[config.mk]
export PLATFORM = sky130hd
export DESIGN_NAME = ccdc_core
export DESIGN_NICKNAME = d
export VERILOG_FILES = /design/src/verilog/ccdc_pkg.sv /design/src/verilog/ccdc_core.sv
export VERILOG_INCLUDE_DIRS = /design/src /design/src/verilog
export SDC_FILE = /design/constraint.sdc
export NUM_CORES = 1
export LEC_CHECK = 0
export BUFFER_PORTS_ARGS = -buffer_cell sky130_fd_sc_hd__buf_2
export CELL_PAD_IN_SITES_DETAIL_PLACEMENT = 1
export CELL_PAD_IN_SITES_GLOBAL_PLACEMENT = 1
export CORE_ASPECT_RATIO = 1.5
export CORE_MARGIN = 2
export CORE_UTILIZATION = 40
export DETAILED_ROUTE_END_ITERATION = 12
export HOLD_SLACK_MARGIN = 0.03
export PLACE_DENSITY_LB_ADDON = 0.1
export SLEW_MARGIN = 20
export SYNTH_ARGS = -nofsm -noshare
export SYNTH_HDL_FRONTEND = slang
export SYNTH_SLANG_ARGS = --single-unit
export TNS_END_PERCENT = 100
[constraint.sdc]
create_clock -name core_clk -period 4.5 [get_ports core_clk]
set_clock_uncertainty 0.15 [all_clocks]
set_input_delay 0.45 -clock core_clk [delete_from_list [all_inputs] [get_ports core_clk]]
set_output_delay 0.45 -clock core_clk [all_outputs]
set_load 0.02 [all_outputs]
[src/verilog/ccdc_cfg.svh]
// ccdc_cfg.svh: addresses, reset values, receive page and timing counts
`ifndef CCDC_CFG_SVH
`define CCDC_CFG_SVH
`define CCDC_A_PAGE 6'h00
`define CCDC_A_MODW 6'h15
`define CCDC_A_SOFW 6'h16
`define CCDC_A_TYPB 6'h17
`define CCDC_A_RXC1 6'h19
`define CCDC_A_DEC 6'h1a
`define CCDC_R_PAGE 3'h0
`define CCDC_R_MODW 8'h13
`define CCDC_R_SOFW 8'h3f
`define CCDC_R_TYPB 8'h3b
`define CCDC_R_RXC1 8'h73
`define CCDC_R_DEC 8'h08
`define CCDC_PAGE_RX 3'h3
`define CCDC_ETU_CYC 8'h80
`define CCDC_ETU_LAST 8'h7f
`define CCDC_CHAR_ETU 4'ha
`define CCDC_LEN_SHORT 4'ha
`define CCDC_LEN_LONG 4'hb
`define CCDC_HIGH_SHORT 4'h2
`define CCDC_HIGH_LONG 4'h3
`endif

[src/verilog/ccdc_pkg.sv]
// ccdc_pkg.sv: field layouts and state types of the coder/decoder block
package ccdc_pkg;
  typedef struct packed {
    logic sof_suppress;
    logic eof_suppress;
    logic eof_long;
    logic [2:0] guard_etu;
    logic [1:0] sof_len;
  } ccdc_typeb_t;
  typedef struct packed {
    logic [2:0] pulse_code;
    logic [1:0] proto;
    logic lp_bypass;
    logic [1:0] gain;
  } ccdc_rxc1_t;
  typedef struct packed {
    logic fixed7;
    logic multi;
    logic coll_mask;
    logic [1:0] framing;
    logic invert;
    logic fixed1;
    logic bit_enc;
  } ccdc_dec_t;
  typedef enum logic [2:0] {
    CCDC_TX_IDLE = 3'b000,
    CCDC_TX_SOFL = 3'b001,
    CCDC_TX_SOFH = 3'b010,
    CCDC_TX_WAIT = 3'b011,
    CCDC_TX_CHAR = 3'b100,
    CCDC_TX_GUARD = 3'b101,
    CCDC_TX_EOF = 3'b110
  } ccdc_tx_state_t;
endpackage : ccdc_pkg

[src/verilog/ccdc_core.sv]
// ccdc_core.sv: paged configuration registers, transmit coder and receive decoder
//
// Contract
// modulation pulse lasts 2*(width+1) device clock cycles
// start-of-frame pulse uses its own width register, same relation
// software uses 3Fh for most modes and 73h for fast label mode
// suppress bit set: the encoder sends no start-of-frame
// suppress bit set: the encoder sends no end-of-frame
// end-of-frame lasts 11 ETU when selector set, else 10 ETU
// guard field adds 0 to 7 ETU between characters
// start-of-frame low 10/11 ETU then high 2/3 ETU per code
// pulse count code 0..4 gives 1,2,4,8,16 pulses; others reserved
// protocol code 10 picks 14443 path, 01 the 15693 path
// bypass bit switches off the amplifier low-pass filter
// gain code selects 20, 24, 31 or 35 dB
// without multi-frame the receiver stops after one frame
// collision masking forces bits after a collision to zero
// framing field selects label, 14443 A, 15693 or 14443 B
// polarity bit inverts decoding of first half-bit modulation
// software keeps decoder bits 7 and 1 at zero
// software selects page 3 before touching receive registers
// pulse widths count cycles of the device clock
`timescale 1ns/1ns
`default_nettype none
`include "ccdc_cfg.svh"
module ccdc_core
  import ccdc_pkg::*;
(
  // clock and reset
  input wire logic core_clk,
  input wire logic rst,
  // register port
  input wire logic [5:0] reg_addr,
  input wire logic reg_wr,
  input wire logic reg_rd,
  input wire logic [7:0] reg_wdata,
  output logic [7:0] reg_rdata_q,
  // modulation pulse requests
  input wire logic tx_pulse_req,
  input wire logic tx_sof_pulse_req,
  output logic tx_pulse_q,
  // type b frame transmit
  input wire logic tx_frame_start,
  input wire logic tx_data_valid,
  input wire logic [7:0] tx_data,
  input wire logic tx_data_last,
  output logic tx_data_ready_q,
  output logic tx_mod_q,
  output logic tx_busy_q,
  // receive decoder input
  input wire logic rx_arm,
  input wire logic rx_bit_valid,
  input wire logic rx_half1_mod,
  input wire logic rx_coll,
  input wire logic rx_frame_end,
  // receive decoder output
  output logic rx_active_q,
  output logic rx_bit_q,
  output logic rx_bit_valid_q,
  output logic rx_frame_done_q,
  // analog and path settings
  output logic [4:0] rx_pulses_per_bit_q,
  output logic rx_path_14443_q,
  output logic rx_path_15693_q,
  output logic rx_lowpass_bypass_q,
  output logic [1:0] rx_gain_q,
  output logic [1:0] rx_frame_format_q,
  output logic rx_bpsk_q
);
  // ****************************************
  // register file
  // ****************************************
  logic [2:0] page_q;
  logic [7:0] modulation_pulse_width_q;
  logic [7:0] start_frame_pulse_width_q;
  ccdc_typeb_t typeb_frame_shaping_q;
  ccdc_rxc1_t receiver_control_one_q;
  ccdc_dec_t decoder_settings_q;
  logic hit_page;
  logic hit_paged;

  // page register answers at the bottom of every page
  assign hit_page = (reg_addr[2:0] == 3'(`CCDC_A_PAGE));
  assign hit_paged = (reg_addr[5:3] == page_q);

  // register writes
  always_ff @(posedge core_clk or posedge rst)
  begin
    if (rst)
    begin
      page_q <= `CCDC_R_PAGE;
      modulation_pulse_width_q <= `CCDC_R_MODW;
      start_frame_pulse_width_q <= `CCDC_R_SOFW;
      typeb_frame_shaping_q <= `CCDC_R_TYPB;
      receiver_control_one_q <= `CCDC_R_RXC1;
      decoder_settings_q <= `CCDC_R_DEC;
    end
    else if (reg_wr)
    begin
      if (hit_page)
        page_q <= reg_wdata[2:0];
      else if (hit_paged)
      begin
        case (reg_addr)
          `CCDC_A_MODW: modulation_pulse_width_q <= reg_wdata;
          `CCDC_A_SOFW: start_frame_pulse_width_q <= reg_wdata;
          `CCDC_A_TYPB: typeb_frame_shaping_q <= reg_wdata;
          `CCDC_A_RXC1: receiver_control_one_q <= reg_wdata;
          `CCDC_A_DEC: decoder_settings_q <= reg_wdata;
          default: ;
        endcase
      end
    end
  end

  // register reads, one cycle after the strobe; unmapped reads zero
  always_ff @(posedge core_clk or posedge rst)
  begin
    if (rst)
      reg_rdata_q <= 8'h00;
    else if (reg_rd)
    begin
      if (hit_page)
        reg_rdata_q <= {5'h00, page_q};
      else if (!hit_paged)
        reg_rdata_q <= 8'h00;
      else
      begin
        case (reg_addr)
          `CCDC_A_MODW: reg_rdata_q <= modulation_pulse_width_q;
          `CCDC_A_SOFW: reg_rdata_q <= start_frame_pulse_width_q;
          `CCDC_A_TYPB: reg_rdata_q <= typeb_frame_shaping_q;
          `CCDC_A_RXC1: reg_rdata_q <= receiver_control_one_q;
          `CCDC_A_DEC: reg_rdata_q <= decoder_settings_q;
          default: reg_rdata_q <= 8'h00;
        endcase
      end
    end
  end

  // ****************************************
  // modulation pulse generator
  // ****************************************
  logic [9:0] pulse_cnt_q; // ten bits: width ffh gives 512 cycles

  // pulse length 2*(width+1) core clock cycles; a new request restarts it
  always_ff @(posedge core_clk or posedge rst)
  begin
    if (rst)
      pulse_cnt_q <= 10'h000;
    else if (tx_sof_pulse_req)
      pulse_cnt_q <= {1'b0, start_frame_pulse_width_q, 1'b0} + 10'h002;
    else if (tx_pulse_req)
      pulse_cnt_q <= {1'b0, modulation_pulse_width_q, 1'b0} + 10'h002;
    else if (pulse_cnt_q != 10'h000)
      pulse_cnt_q <= pulse_cnt_q - 10'h001;
  end

  // pulse output goes high the cycle after the request
  always_ff @(posedge core_clk or posedge rst)
  begin
    if (rst)
      tx_pulse_q <= 1'b0;
    else
      tx_pulse_q <= tx_sof_pulse_req || tx_pulse_req || (pulse_cnt_q > 10'h001);
  end

  // ****************************************
  // type b frame sequencer
  // ****************************************
  ccdc_tx_state_t tx_state_q;
  logic [7:0] etu_cnt_q;
  logic [3:0] units_q;
  logic [9:0] shift_q;
  logic last_q;
  logic etu_tick;
  logic phase_end;

  assign etu_tick = (etu_cnt_q == `CCDC_ETU_LAST);
  assign phase_end = etu_tick && (units_q == 4'h1);

  // elementary time unit prescaler, restarted on each phase load
  always_ff @(posedge core_clk or posedge rst)
  begin
    if (rst)
      etu_cnt_q <= 8'h00;
    else if (tx_state_q == CCDC_TX_IDLE || tx_state_q == CCDC_TX_WAIT || etu_tick)
      etu_cnt_q <= 8'h00;
    else
      etu_cnt_q <= etu_cnt_q + 8'h01;
  end

  // frame state machine: sof, characters with guard time, eof
  always_ff @(posedge core_clk or posedge rst)
  begin
    if (rst)
    begin
      tx_state_q <= CCDC_TX_IDLE;
      units_q <= 4'h0;
      shift_q <= 10'h3ff;
      last_q <= 1'b0;
      tx_data_ready_q <= 1'b0;
    end
    else
    begin
      tx_data_ready_q <= 1'b0;
      case (tx_state_q)
        CCDC_TX_IDLE:
          if (tx_frame_start)
          begin
            if (typeb_frame_shaping_q.sof_suppress)
              tx_state_q <= CCDC_TX_WAIT;
            else
            begin
              tx_state_q <= CCDC_TX_SOFL;
              units_q <= typeb_frame_shaping_q.sof_len[1] ? `CCDC_LEN_LONG : `CCDC_LEN_SHORT;
            end
          end
        CCDC_TX_SOFL:
          if (phase_end)
          begin
            tx_state_q <= CCDC_TX_SOFH;
            units_q <= typeb_frame_shaping_q.sof_len[0] ? `CCDC_HIGH_LONG : `CCDC_HIGH_SHORT;
          end
          else if (etu_tick)
            units_q <= units_q - 4'h1;
        CCDC_TX_SOFH:
          if (phase_end)
            tx_state_q <= CCDC_TX_WAIT;
          else if (etu_tick)
            units_q <= units_q - 4'h1;
        CCDC_TX_WAIT:
          if (tx_data_valid)
          begin
            tx_state_q <= CCDC_TX_CHAR;
            units_q <= `CCDC_CHAR_ETU;
            shift_q <= {1'b1, tx_data, 1'b0};
            last_q <= tx_data_last;
            tx_data_ready_q <= 1'b1;
          end
        CCDC_TX_CHAR:
          if (phase_end)
          begin
            if (!last_q && typeb_frame_shaping_q.guard_etu != 3'h0)
            begin
              tx_state_q <= CCDC_TX_GUARD;
              units_q <= {1'b0, typeb_frame_shaping_q.guard_etu};
            end
            else if (!last_q)
              tx_state_q <= CCDC_TX_WAIT;
            else if (typeb_frame_shaping_q.eof_suppress)
              tx_state_q <= CCDC_TX_IDLE;
            else
            begin
              tx_state_q <= CCDC_TX_EOF;
              units_q <= typeb_frame_shaping_q.eof_long ? `CCDC_LEN_LONG : `CCDC_LEN_SHORT;
            end
            shift_q <= 10'h3ff;
          end
          else if (etu_tick)
          begin
            units_q <= units_q - 4'h1;
            shift_q <= {1'b1, shift_q[9:1]};
          end
        CCDC_TX_GUARD, CCDC_TX_EOF:
          if (phase_end)
            tx_state_q <= (tx_state_q == CCDC_TX_GUARD) ? CCDC_TX_WAIT : CCDC_TX_IDLE;
          else if (etu_tick)
            units_q <= units_q - 4'h1;
        default:
          tx_state_q <= CCDC_TX_IDLE;
      endcase
    end
  end

  // line level: modulated while sof low, eof and zero bits
  always_ff @(posedge core_clk or posedge rst)
  begin
    if (rst)
    begin
      tx_mod_q <= 1'b0;
      tx_busy_q <= 1'b0;
    end
    else
    begin
      tx_mod_q <= (tx_state_q == CCDC_TX_SOFL) || (tx_state_q == CCDC_TX_EOF)
                  || (tx_state_q == CCDC_TX_CHAR && !shift_q[0]);
      tx_busy_q <= (tx_state_q != CCDC_TX_IDLE);
    end
  end

  // ****************************************
  // receive decoder
  // ****************************************
  logic coll_seen_q;

  // receiver stays armed across frames only in multi-frame mode
  always_ff @(posedge core_clk or posedge rst)
  begin
    if (rst)
    begin
      rx_active_q <= 1'b0;
      coll_seen_q <= 1'b0;
      rx_frame_done_q <= 1'b0;
    end
    else
    begin
      rx_frame_done_q <= rx_active_q && rx_frame_end;
      if (rx_arm)
        rx_active_q <= 1'b1;
      else if (rx_active_q && rx_frame_end && !decoder_settings_q.multi)
        rx_active_q <= 1'b0;
      if (rx_active_q && rx_bit_valid && rx_coll)
        coll_seen_q <= 1'b1;
      else if (rx_arm || rx_frame_end)
        coll_seen_q <= 1'b0;
    end
  end

  // bit value from first half-bit modulation, masked after a collision
  always_ff @(posedge core_clk or posedge rst)
  begin
    if (rst)
    begin
      rx_bit_q <= 1'b0;
      rx_bit_valid_q <= 1'b0;
    end
    else
    begin
      rx_bit_valid_q <= rx_active_q && rx_bit_valid;
      if (rx_active_q && rx_bit_valid)
        rx_bit_q <= (rx_half1_mod ^ decoder_settings_q.invert)
                    && !(decoder_settings_q.coll_mask && coll_seen_q);
    end
  end

  // analog and path settings decoded for the receiver front end
  always_ff @(posedge core_clk or posedge rst)
  begin
    if (rst)
    begin
      rx_pulses_per_bit_q <= 5'h00;
      rx_path_14443_q <= 1'b0;
      rx_path_15693_q <= 1'b0;
    end
    else
    begin
      rx_pulses_per_bit_q <= (receiver_control_one_q.pulse_code > 3'h4) ? 5'h00 :
                             5'(5'h01 << receiver_control_one_q.pulse_code);
      rx_path_14443_q <= (receiver_control_one_q.proto == 2'b10);
      rx_path_15693_q <= (receiver_control_one_q.proto == 2'b01);
    end
  end

  assign rx_lowpass_bypass_q = receiver_control_one_q.lp_bypass;
  assign rx_gain_q = receiver_control_one_q.gain;
  assign rx_frame_format_q = decoder_settings_q.framing;
  assign rx_bpsk_q = decoder_settings_q.bit_enc;
endmodule : ccdc_core
`default_nettype wire

==> Word level (Yosys, flattened, before mapping) <==
Cells that the tools add are included.
{ "totals": {"ff_bits": 103, "latchBits": 0, "ram_bits": 0, "mem_bits_ro": 0, "mem_count": 0} }
{ "classes": {"addsub": 5, "multipliers": 0, "div_mod_pow": 0, "magnitude_cmp": 2, "eq_ne": 27, "shift": 1, "n_mux": 44, "n_bitwise": 2, "reduce_logical": 42} }
{ "ops": {"columns": ["operator", "count"], "rows": [
  ["$mux W10", 6],
  ["$mux W4", 10],
  ["$pmux W8 S5", 1],
  ["$eq A6 B5 Y1 const B", 5],
  ["$mux W3", 9],
  ["$mux W8", 3],
  ["$add A9 B2 Y10 const B", 2],
  ["$pmux W10 S2", 1],
  ["$pmux W4 S5", 1],
  ["$reduce_and A4 Y1", 5],
  ["$pmux W3 S6", 1],
  ["$ne A2 B2 Y1 const B", 8],
  ["$gt A10 B1 Y1 const B", 1],
  ["$reduce_bool A10 Y1", 1],
  ["$sub A10 B1 Y10 const B", 1],
  ["$eq A3 B3 Y1 const B", 3],
  ["$logic_and A1 B1 Y1", 9],
  ["$mux W1", 9],
  ["$reduce_bool A3 Y1", 3],
  ["$add A8 B1 Y8 const B", 1],
  ["$eq A8 B7 Y1 const B", 1],
  ["$ne A4 B4 Y1 const B", 2],
  ["$logic_or A1 B1 Y1", 7],
  ["$reduce_and A7 Y1", 1],
  ["23 further kinds", 32]
]} }

==> Depth between registers and ports, before layout <==
Gate-level depths: netlist of run 1.
{ "logic_depth": {"ltp_word": 6, "depth_mapped": 8, "mapped_depth_nobuf": 7} }

==> Worst setup path after synthesis of run 1 <==
OpenSTA, ideal clock, no wires.
{ "synth_timing": {"path_kind": "register to register", "startpoint": "reg units_q[1]", "endpoint": "reg tx_state_q[1]", "setup_ns": 0.065, "arrival_time_ns": 1.941, "setup_slack_ns": 2.345, "path_stages_with_launch": 8, "synth_period_minus_slack_ns": 2.155, "cell_sequence": "dfrtp_1 > inv_1 > ha_1 > or3b_1 > nor3_4 > o22ai_1 > a2111oi_0 > a211o_1"} }
{ "synth_via": {"elab_chain_cells": 4, "elab_cells_between_ends": 7, "classes_between": "eq/ne: 5; reduce/logical: 2"} }
{ "synth_lines": {"columns": ["item", "line", "text"], "rows": [
  ["start, declared", "ccdc_core.sv:173", "logic [3:0] units_q;"],
  ["start signal, assigned", "ccdc_core.sv:216", "units_q <= typeb_frame_shaping_q.sof_len[1] ? `CCDC_LEN_LONG : `CCDC_LEN_SHORT;"],
  ["start signal, assigned", "ccdc_core.sv:223", "units_q <= typeb_frame_shaping_q.sof_len[0] ? `CCDC_HIGH_LONG : `CCDC_HIGH_SHORT;"],
  ["start signal, assigned", "ccdc_core.sv:226", "units_q <= units_q - 4'h1;"],
  ["$eq A4 B1 Y1 *", "ccdc_core.sv:180", "assign phase_end = etu_tick && (units_q == 4'h1);"],
  ["$logic_and A1 B1 Y1 *", "ccdc_core.sv:180", null],
  ["$ne A2 B2 Y1 (no source line)", null, null],
  ["$reduce_and A6 Y1 (no source line) *", null, null],
  ["end signal, assigned", "ccdc_core.sv:267", "tx_state_q <= (tx_state_q == CCDC_TX_GUARD) ? CCDC_TX_WAIT : CCDC_TX_IDLE;"],
  ["end, declared", "ccdc_core.sv:171", "ccdc_tx_state_t tx_state_q;"]
]} }
Every way passes the cells marked *; elsewhere a longest branch is shown, timed or not.
A chain may end at the register's enable or synchronous reset.

==> Final worst setup path of run 1 <==
Same ends and word-level chain as after synthesis.

==> flow_summary.json, run 1 <==
{
  "crit_chain": "inv_1, ha_1, or3b_1, nor3_4, o22ai_1, a2111oi_0, a211o_1",
  "maxCapViolations": 0,
  "p_leak_nw": 2.77,
  "routed_wl_um": 14800,
  "drive_above_1_share": 0.319,
  "criticalPathCategory": "flip-flop to flip-flop",
  "remaining_drc_errors": 0,
  "rsz0062_at_grt": "no",
  "final-setup-viol-count": 0,
  "grt_overflow": 0,
  "setup_slack_ns": 1.91,
  "synth_compound_area_frac": 0.142,
  "synth_flop_cell": "dfrtp_1",
  "drtPass1Iterations": 5,
  "dp_slack_ns": 1.92,
  "cp_slowest_cell": "a2111oi_0",
  "multi_input_area_um2": 2700,
  "vias": 4199,
  "cts_buffers": 9,
  "async_reset_ff_frac": 1.00,
  "slew-limit-headroom": 0.334,
  "ios": 65,
  "critPathBufInv": 1,
  "design.die.area_um2": 14700,
  "cts_resized": 0,
  "cts_buffer_depth": 2,
  "floorplan.initialDensity": 0.407,
  "synth_area_um2": 5480,
  "layout.nets": 613,
  "timing.final.crit_share": 0.574,
  "yosysWarningCount": 0,
  "synth_top_family_by_area": "simple AND/OR/NAND/NOR gates",
  "die_h_um": 147,
  "slew_viol_final": 0,
  "final_cell_area_um2": 6210,
  "cpPeakStageDelay_ns": 0.45,
  "place_congestion": 0.895,
  "fp.dieW_um": 99.6,
  "synth_edf_count": 0,
  "powerDensity_nw_per_um2": 442,
  "syn-num-nets": 560,
  "grt_usage": 0.212,
  "insertion_delay_ns": 0.35,
  "regArea_um2": 2590,
  "cp-end-kind": "flip-flop",
  "synth_cell_type_count": 66,
  "post-cts-setup-buffer-count": 0,
  "worstPathRequired_ns": 4.65,
  "cp.arrival_ns": 2.73,
  "rows": 52,
  "cts_tree": "done",
  "hpwl_um": 11000,
  "syn_inst": 516,
  "grt_pass1_wl_um": 24100,
  "viasPerCell": 5.71,
  "rrSetupSlack_ns": 1.91,
  "worstHoldStart": "rx_arm",
  "fin_crit_ns": 2.59,
  "synth-xor-area-share": 0.0463,
  "area_delta_synth_final_pct": 13.3,
  "max_freq_mhz": 387,
  "port_buffers": 64,
  "final_cell_mix": "73 x dfrtp_1, 64 x buf_2, 52 x mux2_2, 36 x nand2_1, 31 x nor2_1",
  "clk_pin_slew_ns": 0.08,
  "coreArea_um2": 13500,
  "worst_setup_path_start_kind": "flip-flop",
  "hold_viol_final": 0,
  "postPlaceCellArea_um2": 5910,
  "seq_area_frac_synth": 0.472,
  "vdd_drop_max_v": 0.000213,
  "cp_max_fo": 9,
  "n_antenna_cell": 0,
  "drt_iter0_drc": 121,
  "fin_setup_tns_ns": 0,
  "clock-root-buffer": "clkbuf_16",
  "cts_sinks": 102,
  "critPathTopFamily": "compound AO/OA/AOI/OAI gates",
  "wire_per_inst_um": 20.2,
  "worstSetupStartpoint": "units_q[1]$_DFFE_PP0P_",
  "yosys.area_share.adder": 0.0183,
  "grt_max_degree": 77,
  "postRouteAntennaNets": 0,
  "cts.htree.levels": 3,
  "final_common_cell": "dfrtp_1",
  "ctsHoldBuffers": 0,
  "final_util": 0.461,
  "antenna_found_initial": 0,
  "fill_cells": 1533,
  "grt_pass1_vias": 4519,
  "synthMuxAreaShare": 0.114,
  "syn_avg_cell_area_um2": 10.6,
  "tightest_slew_ns": 0.999,
  "hold_path_class": "input port to flip-flop",
  "status": "completed",
  "r2r_start": "units_q[1]$_DFFE_PP0P_",
  "ys_ff_latch": 102,
  "synth_simple_gate_area_frac": 0.172
}
[cells in the mapped netlist, types with 3 or more instances]
library cell / instances / area [um^2]
and3_1: 3 / 18.8
nand3_1: 17 / 85.1
nor3b_1: 5 / 37.5
mux2i_1: 4 / 40.0
a31oi_1: 6 / 37.5
a22o_1: 11 / 96.3
nand2b_1: 8 / 50.1
clkbuf_1: 14 / 52.6
o22ai_1: 8 / 50.1
o21ai_0: 28 / 140
inv_1: 19 / 71.3
a21oi_1: 13 / 65.1
nor2_1: 31 / 116
buf_2: 3 / 15.0
xor2_1: 14 / 123
or3_1: 9 / 56.3
a222oi_1: 8 / 80.1
nor3_1: 11 / 55.1
a211oi_1: 8 / 60.1
nand4_1: 3 / 18.8
a21o_1: 3 / 22.5
mux2_2: 52 / 586
or2_2: 4 / 25.0
nor2b_1: 8 / 50.1
and3b_1: 4 / 35.0
dfrtp_1: 73 / 1830
and2_1: 4 / 25.0
ha_1: 8 / 100
nand2_2: 3 / 18.8
xnor2_1: 15 / 131
buf_4: 5 / 37.5
nor4_1: 4 / 25.0
dfstp_2: 29 / 762
nand2_1: 36 / 135
[area by class of cell]
class,instances,share of cell area
Multi-Input combinational cell,370,0.435
Inverter,19,0.0119
Clock inverter,7,0.0121
Tap cell,162,0.0326
Sequential cell,102,0.417
Timing Repair Buffer,67,0.0552
Clock buffer,9,0.0363
[where the power goes]
| group | total [mW] | leakage [nW] | internal (mW) | switching, mW |
|---|---|---|---|---|
| Clock | 0.794 | 0.144 | 0.394 | 0.399 |
| Combinational | 0.707 | 1.37 | 0.288 | 0.419 |
| Sequential | 1.24 | 1.25 | 1.07 | 0.173 |
[kinds of logic (layout without fill, tap and decap cells)]
logic type,after synthesis,after routing
XOR/XNOR,29,29
flip-flops,102,102
buffers and inverters,44,102
adder cells (fa/ha/maj),8,8
multiplexers,56,56
AO/OA/AOI/OAI,109,109
AND/OR/NAND/NOR,168,168
[worst reg2reg max path, delay by kind of cell (launching register included)]
| kind | cells | cell delay [ns] |
|---|---|---|
| buf+inv | 1 | 0.12 |
| flops | 1 | 0.42 |
| fa+ha+maj | 1 | 0.23 |
| simple gates | 2 | 0.77 |
| compound gates | 3 | 0.83 |
[state kept, by name, summed over array words and instances (netlist names), 2 cells and up]
register / cells
pulse_cnt_q: 10
units_q: 4
start_frame_pulse_width_q: 8
receiver_control_one_q: 5
etu_cnt_q: 8
page_q: 3
reg_rdata_q: 8
rx_gain_q: 2
typeb_frame_shaping_q: 8
decoder_settings_q: 5
rx_frame_format_q: 2
tx_state_q: 3
shift_q: 9
rx_pulses_per_bit_q: 5
modulation_pulse_width_q: 8
[worst paths after layout]
check | endpoint | depth (start not counted)
worst max register to register | tx_state_q[1]$_DFFE_PP0P_ | 7
min in group asynchronous | tx_mod_q$_DFF_PP0_ | 2
worst max-delay path | tx_state_q[1]$_DFFE_PP0P_ | 7
worst min-delay path | rx_active_q$_DFFE_PP0P_ | 2
worst min register to register | shift_q[2]$_DFFE_PP1P_ | 2
max in group asynchronous | start_frame_pulse_width_q[3]$_DFFE_PP1P_ | 3
[layer usage]
| metal | vias up | GRT usage | share of wire | routed length (um) |
|---|---|---|---|---|
| met5 | - | 0 | 0 | 0 |
| li1 | 1985 | - | - | - |
| met2 | 81 | 0.398 | 0.55 | 8240 |
| met4 | 0 | 0.0726 | 0.023 | 342 |
| met1 | 2114 | 0.238 | 0.40 | 5890 |
| met3 | 19 | 0.0352 | 0.025 | 371 |
[through the flow]
| stage | instances | power [mW] | hold WS, ns |
|---|---|---|---|
| 2_1_floorplan | 516 | 1.74 | 0.282 |
| 3_3_place_gp | 720 | 1.95 | 0.313 |
| 3_5_place_dp | 720 | 1.97 | 0.322 |
| 4_1_cts | 736 | 2.78 | 0.123 |
| 5_1_grt | 736 | 2.91 | 0.154 |
| 6_report | 736 | 2.75 | 0.132 |
No activity file was read; power rests on OpenSTA's default activity.
==> inputs of run 2 (changes only) <==
Clock period 4.5 ns to 2.6 ns, I/O delays scaled along.
==> flow_summary.json, run 2 (synthesized netlist as in run 1, its figures left out) <==
{
  "status": "completed",
  "insertion_delay_ns": 0.36,
  "regArea_um2": 2590,
  "cp_max_fo": 5,
  "cts_sinks": 102,
  "grt_usage": 0.219,
  "criticalPathCategory": "flip-flop to flip-flop",
  "cts_tree": "done",
  "worst_setup_path_start_kind": "flip-flop",
  "hold_viol_final": 0,
  "postRouteAntennaNets": 0,
  "vdd_drop_max_v": 0.000330,
  "max_freq_mhz": 418,
  "slew-limit-headroom": 0.487,
  "coreArea_um2": 13500,
  "tightest_slew_ns": 0.768,
  "place_congestion": 0.838,
  "worstPathRequired_ns": 2.75,
  "remaining_drc_errors": 0,
  "clock-root-buffer": "clkbuf_16",
  "fin_setup_tns_ns": 0,
  "top_register": "pulse_cnt_q",
  "cp-end-kind": "flip-flop",
  "final_cell_mix": "73 x dfrtp_1, 64 x buf_2, 52 x mux2_2, 36 x nand2_1, 31 x nor2_1",
  "wire_per_inst_um": 20.5,
  "hold_path_class": "input port to flip-flop",
  "floorplan.initialDensity": 0.407,
  "crit_chain": "inv_1, ha_1, or3b_1, nor3_4, o22ai_1, a2111oi_0, a211o_1",
  "final_cell_area_um2": 6380,
  "rows": 52,
  "layout.nets": 628,
  "timing.final.crit_share": 0.921,
  "slew_viol_final": 0,
  "die_h_um": 147,
  "design.die.area_um2": 14700,
  "grt_pass1_vias": 4701,
  "ios": 65,
  "p_leak_nw": 2.85,
  "area_delta_synth_final_pct": 16.5,
  "drtPass1Iterations": 4,
  "cp_slowest_cell": "or3b_1",
  "fp.dieW_um": 99.6,
  "final-setup-viol-count": 0,
  "rsz0062_at_grt": "no",
  "reg_top3": "pulse_cnt_q x10, shift_q x9",
  "n_antenna_cell": 0,
  "antenna_found_initial": 0,
  "hpwl_um": 11600,
  "postPlaceCellArea_um2": 6000,
  "maxCapViolations": 0,
  "drive_above_1_share": 0.328,
  "largest_reg_flops": 10,
  "post-cts-setup-buffer-count": 0,
  "cts_buffer_depth": 2,
  "grt_overflow": 0,
  "cts_buffers": 9,
  "grt_max_degree": 49,
  "clk_pin_slew_ns": 0.08,
  "viasPerCell": 5.71,
  "cpPeakStageDelay_ns": 0.45,
  "cp.arrival_ns": 2.55,
  "final_common_cell": "dfrtp_1",
  "drt_iter0_drc": 102,
  "vias": 4285,
  "grt_pass1_wl_um": 25100,
  "cts.htree.levels": 3,
  "port_buffers": 64,
  "multi_input_area_um2": 2710,
  "fill_cells": 1519,
  "powerDensity_nw_per_um2": 759,
  "fin_crit_ns": 2.39,
  "routed_wl_um": 15400
}
==> run 2: cell count changes in the layout (fill, tap and decap cells not counted) <==
cell,change
buf_4,+7
inv_4,-1
buf_12,+2
inv_8,-3
a21oi_1,-1
clkinv_8,+3
inv_6,+1
dlygate4sd3_1,+6
a21oi_2,+1
==> run 2: metrics by stage <==
stage                     hold slack, ns  utilization  std cells  setup WS, ns  total power [mW]
after detailed placement           0.281        0.446        729         0.197              3.47
final                             0.0483        0.474        751         0.206              4.84
after floorplan                    0.202            -        516         0.445              3.01
after global placement             0.262        0.446        729         0.331              3.42
after global routing              0.0467        0.474        751        0.0602              5.14
after CTS                         0.0486        0.474        751         0.169              4.90
==> run 2: area by class of cell <==
type	instances	share of cell area
clock buffer	9	0.0353
clock inverter	7	0.0143
inverter	19	0.0118
multi-input combinational	370	0.424
sequential	102	0.406
tap	162	0.0318
timing repair buffer	82	0.0776
==> run 2: metal layers <==
layer,up-vias,global-route usage,routed length [um],part of all wire
li1,2016,-,-,-
met1,2168,0.243,6030,0.39
met2,80,0.418,8580,0.56
met3,21,0.0276,376,0.024
met4,0,0.0815,412,0.027
met5,-,0,0,0
==> run 2: timing repair <==
action	4_1_cts	5_1_grt
hold endpoints to repair	23	0
hold buffers	6	0
gates resized for setup	0	1
endpoints found under the setup margin	0	5
==> run 2: report_power, final <==
group	leakage [nW]	switching, mW	internal [mW]	total, mW
clock network	0.151	0.709	0.690	1.40
registers	1.25	0.288	1.86	2.14
logic	1.45	0.765	0.535	1.30
==> run 2: worst paths after layout <==
path / slack, ns / cells past startpoint / from / to
hold / removal: 0.05 / 2 / rx_bit_valid / rx_bit_valid_q$_DFF_PP0_
max in group asynchronous: 1.11 / 4 / rst / typeb_frame_shaping_q[1]$_DFFE_PP1P_
setup / recovery: 0.21 / 7 / units_q[1]$_DFFE_PP0P_ / tx_state_q[1]$_DFFE_PP0P_
min in group asynchronous: 0.44 / 3 / rst / modulation_pulse_width_q[5]$_DFFE_PP0P_
setup reg to reg: 0.21 / 7 / units_q[1]$_DFFE_PP0P_ / tx_state_q[1]$_DFFE_PP0P_
hold reg to reg: 0.34 / 2 / shift_q[5]$_DFFE_PP1P_ / shift_q[5]$_DFFE_PP1P_
==> run 2: critical path: cells and delay by family (launching register included) <==
family	cells	cell delay (ns)
AND/OR/NAND/NOR	2	0.64
buffers and inverters	1	0.12
flip-flops	1	0.44
AO/OA/AOI/OAI	3	0.75
adder cells (fa/ha/maj)	1	0.25
